### src/include/dmb_defines.svh
// Purpose: constants for the data memory banking and status flag block
// Assumes: 8-bit data memory addresses, two banks
// Notes:   offsets of the special registers are chosen locally
// Functional notes
// - indirect port access goes to pointer's address
// - pointer a bank 0 only; b any bank
// - direct access to indirect port: 00H, no write; the code sends it to the pointer's target instead
// - pointers are ordinary readable writable registers
// - bank select only bit 0; rest zero
// - reset clears bank, except sleep watchdog reset
// - direct addressing always reaches bank 0
// - pc low write jumps in page, dummy cycle
// - table read: high byte to latch, low out
// - status writes keep watchdog and sleep flags
// - watchdog flag: set timeout, clear kick/halt/power-up
// - sleep flag: set halt, clear kick/power-up
// - carry from add, no borrow, rotate
// - nibble carry from low nibble
// - zero flag set on zero result
// - signed flag: carry in differs carry out
// - status never saved on call or interrupt
// - status bits 7,6 zero; 5,4 zero at power-up
// - no direct register to register transfer
// - 00H-7FH special, 80H-FFH general storage
// - unused special locations read 00H
`ifndef DMB_DEFINES_SVH
`define DMB_DEFINES_SVH
`define DMB_ADDR_PORT_A   8'h00
`define DMB_ADDR_PTR_A    8'h01
`define DMB_ADDR_PORT_B   8'h02
`define DMB_ADDR_PTR_B    8'h03
`define DMB_ADDR_BANK     8'h04
`define DMB_ADDR_WORKING  8'h05
`define DMB_ADDR_PC_LOW   8'h06
`define DMB_ADDR_TAB_LOW  8'h07
`define DMB_ADDR_TAB_HIGH 8'h08
`define DMB_ADDR_TAB_LATCH 8'h09
`define DMB_ADDR_STATUS   8'h0A
`define DMB_GP_BASE       8'h80
`define DMB_BIT_C         0
`define DMB_BIT_NIBBLE    1
`define DMB_BIT_Z         2
`define DMB_BIT_SIGNED    3
`define DMB_BIT_SLEEP     4
`define DMB_BIT_WDT       5
`define DMB_RST_BYTE      8'h00
`define DMB_ZERO_BYTE     8'h00
`endif

### src/include/dmb_pkg.sv
// Purpose: shared types for the data memory banking block
// Assumes: nothing beyond the defines header
// Notes:   reset cause selects what the bank bit does
package dmb_pkg;
    typedef logic [7:0] dmb_byte_t;
    typedef enum logic [1:0] {
        DMB_RST_NONE,
        DMB_RST_POWER,
        DMB_RST_OTHER,
        DMB_RST_WDT_SLEEP
    } dmb_rst_e;
endpackage

### src/core/dmb_core.sv
// Purpose: core special registers, indirect access, bank select, status flags
// Assumes: core drives one access per cycle, ALU flags computed outside
// Notes:   general storage is 128 bytes per bank inside this module
`timescale 1ns/100ps
`include "dmb_defines.svh"
module dmb_core #(
    parameter int GP_DEPTH = 128
) (
    input  wire logic                 CLK_IN,
    input  wire logic                 RST_IN,
    input  wire dmb_pkg::dmb_rst_e    RST_CAUSE_IN,
    input  wire logic [7:0]           ADDR_IN,
    input  wire logic                 RD_IN,
    input  wire logic                 WR_IN,
    input  wire logic [7:0]           WDATA_IN,
    input  wire logic                 WORK_WR_IN,
    input  wire logic [7:0]           WORK_DATA_IN,
    input  wire logic                 FLAG_UPD_IN,
    input  wire logic [3:0]           FLAG_MASK_IN,
    input  wire logic [3:0]           FLAG_VAL_IN,
    input  wire logic                 WDT_TIMEOUT_IN,
    input  wire logic                 KICK_IN,
    input  wire logic                 HALT_IN,
    input  wire logic                 TAB_RD_IN,
    input  wire logic [15:0]          PROG_WORD_IN,
    output logic [7:0]                RDATA_OUT,
    output logic [7:0]                WORKING_OUT,
    output logic [15:0]               TAB_ADDR_OUT,
    output logic [7:0]                TAB_LOW_OUT,
    output logic                      PC_JUMP_OUT,
    output logic [7:0]                PC_LOW_OUT,
    output logic                      DUMMY_CYCLE_OUT,
    output logic [7:0]                STATUS_OUT,
    output logic                      BANK_OUT
);
    logic [7:0] mem [0:2*GP_DEPTH-1];
    logic [7:0] pointer_a;
    logic [7:0] pointer_b;
    logic       bank_select_bit;
    logic [7:0] working_reg;
    logic [7:0] pc_low_byte;
    logic [7:0] tab_low;
    logic [7:0] tab_high;
    logic [7:0] table_high_latch;
    logic [3:0] arith;
    logic       wdt_expired_bit;
    logic       sleep_entered_bit;
    logic       rst_seen;

    // indirect ports resolve to a target address
    wire        sel_a     = (ADDR_IN == `DMB_ADDR_PORT_A);
    wire        sel_b     = (ADDR_IN == `DMB_ADDR_PORT_B);
    wire [7:0]  ptr       = sel_a ? pointer_a : pointer_b;
    wire        eff_bank  = sel_b ? bank_select_bit : 1'b0;
    wire [7:0]  eff_addr  = (sel_a || sel_b) ? ptr : ADDR_IN;
    // an indirect target that is itself a port reads zero and ignores writes
    wire        tgt_port  = (eff_addr == `DMB_ADDR_PORT_A) ||
                            (eff_addr == `DMB_ADDR_PORT_B);
    wire        tgt_gp    = eff_addr[7];
    wire [8:0]  full_addr = {eff_bank, eff_addr};
    // only the general half of each bank is stored, so bit 7 drops out
    wire [7:0]  gp_slot   = {full_addr[8], full_addr[6:0]};
    wire [7:0]  gp_word   = mem[gp_slot];
    wire        bank1_sfr = eff_bank && !tgt_gp;
    wire        do_wr     = WR_IN && !tgt_port && !bank1_sfr;
    wire        wr_sfr    = do_wr && !tgt_gp;
    wire [7:0]  status_rd = {2'b00, wdt_expired_bit, sleep_entered_bit, arith};

    // bank one has no special registers of its own, so that half reads zero
    logic [7:0] sfr_rd;
    always_comb begin
        sfr_rd = `DMB_ZERO_BYTE;
        if (!bank1_sfr) begin
            case (eff_addr)
                `DMB_ADDR_PTR_A:     sfr_rd = pointer_a;
                `DMB_ADDR_PTR_B:     sfr_rd = pointer_b;
                `DMB_ADDR_BANK:      sfr_rd = {7'h00, bank_select_bit};
                `DMB_ADDR_WORKING:   sfr_rd = working_reg;
                `DMB_ADDR_PC_LOW:    sfr_rd = pc_low_byte;
                `DMB_ADDR_TAB_LOW:   sfr_rd = tab_low;
                `DMB_ADDR_TAB_HIGH:  sfr_rd = tab_high;
                `DMB_ADDR_TAB_LATCH: sfr_rd = table_high_latch;
                `DMB_ADDR_STATUS:    sfr_rd = status_rd;
                default:             sfr_rd = `DMB_ZERO_BYTE;
            endcase
        end
    end
    wire [7:0] next_rdata = tgt_gp ? gp_word : sfr_rd;

    // general storage, no reset so synthesis can map it to RAM
    always_ff @(posedge CLK_IN) begin
        if (do_wr && tgt_gp) begin
            mem[gp_slot] <= WDATA_IN;
        end
    end

    // unasked reads return zero so a stale byte never looks valid
    always_ff @(posedge CLK_IN or posedge RST_IN) begin
        if (RST_IN) begin
            RDATA_OUT <= `DMB_RST_BYTE;
        end else begin
            RDATA_OUT <= RD_IN ? next_rdata : `DMB_ZERO_BYTE;
        end
    end

    // pointers are plain storage; software steps them like any register
    always_ff @(posedge CLK_IN or posedge RST_IN) begin
        if (RST_IN) begin
            pointer_a <= `DMB_RST_BYTE;
            pointer_b <= `DMB_RST_BYTE;
        end else begin
            if (wr_sfr && eff_addr == `DMB_ADDR_PTR_A) pointer_a <= WDATA_IN;
            if (wr_sfr && eff_addr == `DMB_ADDR_PTR_B) pointer_b <= WDATA_IN;
        end
    end

    // the reset cause is sampled on the first clock after release, since an
    // asynchronous reset may only load constants
    always_ff @(posedge CLK_IN or posedge RST_IN) begin
        if (RST_IN) begin
            rst_seen <= 1'b1;
        end else begin
            rst_seen <= 1'b0;
        end
    end

    logic next_bank;
    always_comb begin
        next_bank = bank_select_bit;
        if (rst_seen && RST_CAUSE_IN != dmb_pkg::DMB_RST_WDT_SLEEP) begin
            next_bank = 1'b0;
        end else if (wr_sfr && eff_addr == `DMB_ADDR_BANK) begin
            next_bank = WDATA_IN[0];
        end
    end
    // the bank bit is held through reset so a sleep watchdog wake keeps it
    always_ff @(posedge CLK_IN) begin
        bank_select_bit <= next_bank;
    end

    // all transfers between registers pass through the working register
    always_ff @(posedge CLK_IN or posedge RST_IN) begin
        if (RST_IN) begin
            working_reg <= `DMB_RST_BYTE;
        end else if (WORK_WR_IN) begin
            working_reg <= WORK_DATA_IN;
        end else if (wr_sfr && eff_addr == `DMB_ADDR_WORKING) begin
            working_reg <= WDATA_IN;
        end
    end

    // the jump stays inside the current page; the core spends the dummy cycle
    wire pc_wr = wr_sfr && (eff_addr == `DMB_ADDR_PC_LOW);
    always_ff @(posedge CLK_IN or posedge RST_IN) begin
        if (RST_IN) begin
            pc_low_byte     <= `DMB_RST_BYTE;
            PC_JUMP_OUT     <= 1'b0;
            DUMMY_CYCLE_OUT <= 1'b0;
        end else begin
            if (pc_wr) pc_low_byte <= WDATA_IN;
            PC_JUMP_OUT     <= pc_wr;
            DUMMY_CYCLE_OUT <= PC_JUMP_OUT;
        end
    end

    // the latch keeps the high byte until the next table read
    always_ff @(posedge CLK_IN or posedge RST_IN) begin
        if (RST_IN) begin
            tab_low          <= `DMB_RST_BYTE;
            tab_high         <= `DMB_RST_BYTE;
            table_high_latch <= `DMB_RST_BYTE;
            TAB_LOW_OUT      <= `DMB_RST_BYTE;
        end else begin
            if (wr_sfr && eff_addr == `DMB_ADDR_TAB_LOW)  tab_low  <= WDATA_IN;
            if (wr_sfr && eff_addr == `DMB_ADDR_TAB_HIGH) tab_high <= WDATA_IN;
            if (TAB_RD_IN) begin
                table_high_latch <= PROG_WORD_IN[15:8];
                TAB_LOW_OUT      <= PROG_WORD_IN[7:0];
            end
        end
    end

    // arithmetic flags: ALU update has priority over a software write
    logic [3:0] next_arith;
    always_comb begin
        next_arith = arith;
        if (wr_sfr && eff_addr == `DMB_ADDR_STATUS) next_arith = WDATA_IN[3:0];
        if (FLAG_UPD_IN) begin
            next_arith = (arith & ~FLAG_MASK_IN) | (FLAG_VAL_IN & FLAG_MASK_IN);
        end
    end
    always_ff @(posedge CLK_IN) begin
        arith <= next_arith;
    end

    // the system flags survive every reset but power-up, so a watchdog wake
    // from sleep can still be told apart from a cold start
    wire power_clear = rst_seen && (RST_CAUSE_IN == dmb_pkg::DMB_RST_POWER);
    logic next_wdt;
    logic next_sleep;
    always_comb begin
        next_wdt   = wdt_expired_bit;
        next_sleep = sleep_entered_bit;
        // a time-out or halt wins over a clear in the same cycle
        if (WDT_TIMEOUT_IN) begin
            next_wdt = 1'b1;
        end else if (power_clear || KICK_IN || HALT_IN) begin
            next_wdt = 1'b0;
        end
        if (HALT_IN) begin
            next_sleep = 1'b1;
        end else if (power_clear || KICK_IN) begin
            next_sleep = 1'b0;
        end
    end
    always_ff @(posedge CLK_IN) begin
        wdt_expired_bit   <= next_wdt;
        sleep_entered_bit <= next_sleep;
    end

    // outputs follow the registers directly, no extra stage
    always_comb begin
        WORKING_OUT  = working_reg;
        TAB_ADDR_OUT = {tab_high, tab_low};
        PC_LOW_OUT   = pc_low_byte;
        STATUS_OUT   = status_rd;
        BANK_OUT     = bank_select_bit;
    end
endmodule

### config.mk
export PLATFORM = sky130hd
export DESIGN_NAME = dmb_core
export DESIGN_NICKNAME = d
export VERILOG_FILES = /design/src/include/dmb_pkg.sv /design/src/core/dmb_core.sv
export VERILOG_INCLUDE_DIRS = /design/src /design/src/include
export SDC_FILE = /design/constraint.sdc
export NUM_CORES = 2
export LEC_CHECK = 0
export BUFFER_PORTS_ARGS = -buffer_cell sky130_fd_sc_hd__buf_2
export CORE_AREA = 2 2 364 366
export DETAILED_ROUTE_END_ITERATION = 8
export DIE_AREA = 0 0 366 368
export PLACE_DENSITY_LB_ADDON = 0.12
export RECOVER_POWER = 50
export SETUP_SLACK_MARGIN = 0.5
export SLEW_MARGIN = 20
export SYNTH_ARGS = -nofsm -noshare
export SYNTH_HDL_FRONTEND = slang
export SYNTH_SLANG_ARGS = --single-unit
export TNS_END_PERCENT = 5
### constraint.sdc
create_clock -name CLK_IN -period 8.8 [get_ports CLK_IN]
set_input_delay 0.88 -clock CLK_IN [delete_from_list [all_inputs] [get_ports CLK_IN]]
set_output_delay 0.88 -clock CLK_IN [all_outputs]
set_load 0.02 [all_outputs]
==> impl_metrics.tcl <==
set metrics [dict create \
    grt_pass1_vias 50190 \
    synth_common_cells "2052 x edfxtp_1, 1269 x nand2_1, 355 x nand3_1, 327 x mux2i_1, 280 x nor2_1" \
    whs_ns 0.2464 \
    yosysTopAreaCell "edfxtp_1" \
    core_region_area_um2 130800 \
    worstPathRequired_ns 8.87 \
    start_util_pct 64.60 \
    synth_fa_ha_area_share_pct 0 \
    drive_above_1_share_pct 9.367 \
    synthFlopType "edfxtp_1" \
    drt_iter0_markers 8920 \
    rr_endpoint "RDATA_OUT[3]" \
    tns_ns 0 \
    place.gp.congestion 0.9150 \
    ys_types 75 \
    cts_max_path_buffers 3 \
    crit_buf_inv 2 \
    slowest_delay_ns 2.88 \
    crit_chain "clkbuf_1 -> clkbuf_1" \
    grt_overflow 0 \
    reg2regPathDepth 12 \
    dieArea_um2 134700 \
    powerDensity_nw_per_um2 224.9 \
    cp_common_cell "clkbuf_1" \
    p_sw_share_pct 21.79 \
    synth-seq-cells 2130 \
    hold_buffers 0 \
    yosys.area_share.simple_pct 10.39 \
    cts.sinks 2130 \
    hold_path_end "sleep_entered_bit" \
    fin_crit_ns 6.716 \
    via_per_inst 6.764 \
    synth_top_family_by_area "simple AND/OR/NAND/NOR gates" \
    cp_top_family "buffers and inverters" \
    setup_viol 0 \
    fin_crit_sh_pct 76.32 \
    total_power_mw 20.93 \
    cap_violations 11 \
    tightest_slew_ns 7.110 \
    dr.pass1.iters 8 \
    critPathLaunchType "primary input" \
    async_flop_share_pct 3.521 \
    outcome "finished, violations left" \
    grt.total_usage_pct 34.45 \
    synth.area.mux_share_pct 4.713 \
    power_frac_seq_pct 53.5 \
    synth.avg_cell_area_um2 14.47 \
    cts_buffers 204 \
    clk_latency_ns 0.83 \
    grt_pass1_wl_um 338900 \
    synth_edf_count 2052 \
    syn-instance-count 5841 \
    finalHoldViolCount 0 \
    io_pins 119 \
    drt_wl_total_um 232900 \
    power_frac_clock_pct 41.5 \
    cp_slowest_cell "clkbuf_1" \
    ys_warn_count 0 \
    drc_errors 0 \
    synthTopCellsByArea "edfxtp_1 73%, nand2_1 5.6%, mux2i_1 3.9%, dfrtp_1 2.2%, a32oi_1 2.1%" \
    die_w_um 366 \
    max_clock_freq_mhz 148.9 \
    netlist_area_um2 84500 \
    vias 52620 \
    p_leak_nw 30.90 \
    timing.rr.start "pointer_b[1]" \
    postLayoutSetupSlackWorst_ns 2.084 \
    violations "max-capacitance violations, max-slew violations" \
    preCtsSetupSlack_ns 2.775 \
    cts_tree "yes" \
    combPwrFrac_pct 5.0 \
    synth.top_cell.area_share_pct 72.92 \
    cts_setup_buffers 0 \
    wl_per_cell_um 29.94 \
    endpoint_kind "flop" \
    seq_area_frac_synth_pct 75.22 \
    drtAntennaViolNets 0 \
    worstPathMaxFanout 82 \
    relSlewSlack_pct -374.0 \
    rrSetupSlack_ns 3.57 \
    grt_setup_unrepaired "no" \
    antenna_found_initial 13 \
    cts-root-buf "clkbuf_16" \
    synth-xor-area-share_pct 0 \
    nets 5908 \
    drv_slew 1041 \
    synth_most_common_cell "edfxtp_1" \
    hold_depth 3 \
    die_y_um 368 \
    arrival_ns 6.79 \
    area_delta_synth_final_pct 10.12 \
    max-vdd-ir-drop_mv 0.2573 \
    rows 133 \
    p_sw_mw 4.560 \
    ctsResizeCount 0 \
    ctsHtreeMaxLevel 4 \
    min_from "HALT_IN" \
    grt_max_degree 171 \
    io_buffers 116 \
    hpwl_um 133700 \
    internal_power_mw 16.37 \
    clkTransAtPathRegs_ns 0.06 \
    finClkSkew_ns 0.02517 \
    path_class "primary input to flop" \
    hold_path_class "primary input to flop" \
    synth_compound_area_share_pct 7.451 \
]
how the worst max path moves through the flow:
stage | startpoint | endpoint | slack, ns | cells past startpoint
after global routing | WDATA_IN[1] | mem[16][1] | 1.83 | 2
after global placement | ADDR_IN[1] | RDATA_OUT[1] | 2.79 | 13
after detailed placement | ADDR_IN[1] | RDATA_OUT[1] | 2.77 | 13
after CTS | pointer_b[1] | RDATA_OUT[1] | 3.61 | 12
final | WDATA_IN[1] | mem[186][1] | 2.08 | 2
after floorplan | ADDR_IN[1] | mem[102][0] | 4.76 | 10
placed cells by master, fill, tap and decap left out, drive strengths merged, types with 48 or more instances in the layout:
cell type and count:
edfxtp 2052, nand2 1270, nand3 357, mux2i 327, clkbuf 283, nor2 281, a32oi 203, buf 173
a31oi 157, o21ai 111, clkinv 87, dfrtp 74, and3 72, a211oi 68, a32o 62, mux2 53
a21oi 48
worst min-delay path: cells and delay by family:
kind,cells,cell delay (ns)
buffers and inverters,2,0.12
AND/OR/NAND/NOR,1,0.05
sequential cells by signal, indices dropped and copies added, names as in the netlist, 8 cells and up, named ones only:
signal            count
PC_LOW_OUT            8
mem                2048
tab_high              8
pointer_a             8
RDATA_OUT             8
WORKING_OUT           8
table_high_latch      8
tab_low               8
pointer_b             8
TAB_LOW_OUT           8
power groups by stage:
stage | clock network (mW) | logic, mW | registers (mW)
after global placement | 0 | 1.01 | 11.4
after CTS | 8.69 | 1.03 | 11.2
after floorplan | 0 | 0.528 | 11.4
after global routing | 9.07 | 1.10 | 11.2
final | 8.68 | 1.05 | 11.2
after detailed placement | 0 | 1.03 | 11.4
per-stage QoR:
step	cells	util [%]	area, um^2
final	7779	71.14	93050
after global routing	7777	71.14	93050
after CTS	7776	71.20	93130
after detailed placement	7397	66.16	86540
after global placement	7397	66.15	86530
after floorplan	5843	-	84510
routing by layer:
| metal | share of wire, % | up-vias | GRT usage [%] |
|---|---|---|---|
| li1 | - | 22350 | - |
| met3 | 12 | 543 | 7.988 |
| met5 | 0.028 | - | 0 |
| met4 | 4.4 | 10 | 14.81 |
| met2 | 45 | 3568 | 50.12 |
| met1 | 39 | 26140 | 50.61 |
layout make-up:
type                            count  area (um^2)
Antenna cell                        3        7.507
Clock buffer                      261         5434
Clock inverter                    118         1152
Fill cell                        8399        37750
Inverter                            9        35.03
Multi-Input combinational cell   3308        19290
Sequential cell                  2130        63560
Tap cell                         1755         2196
Timing Repair Buffer              195         1381
logic make-up after synthesis:
logic type             after synthesis
DFF                               2130
and+or+nand+nor                   2082
AOI/OAI and AO/OA                  838
buffers and inverters              405
muxes                              385
other                                1
Note: power is estimated with default switching activity, not from simulation.
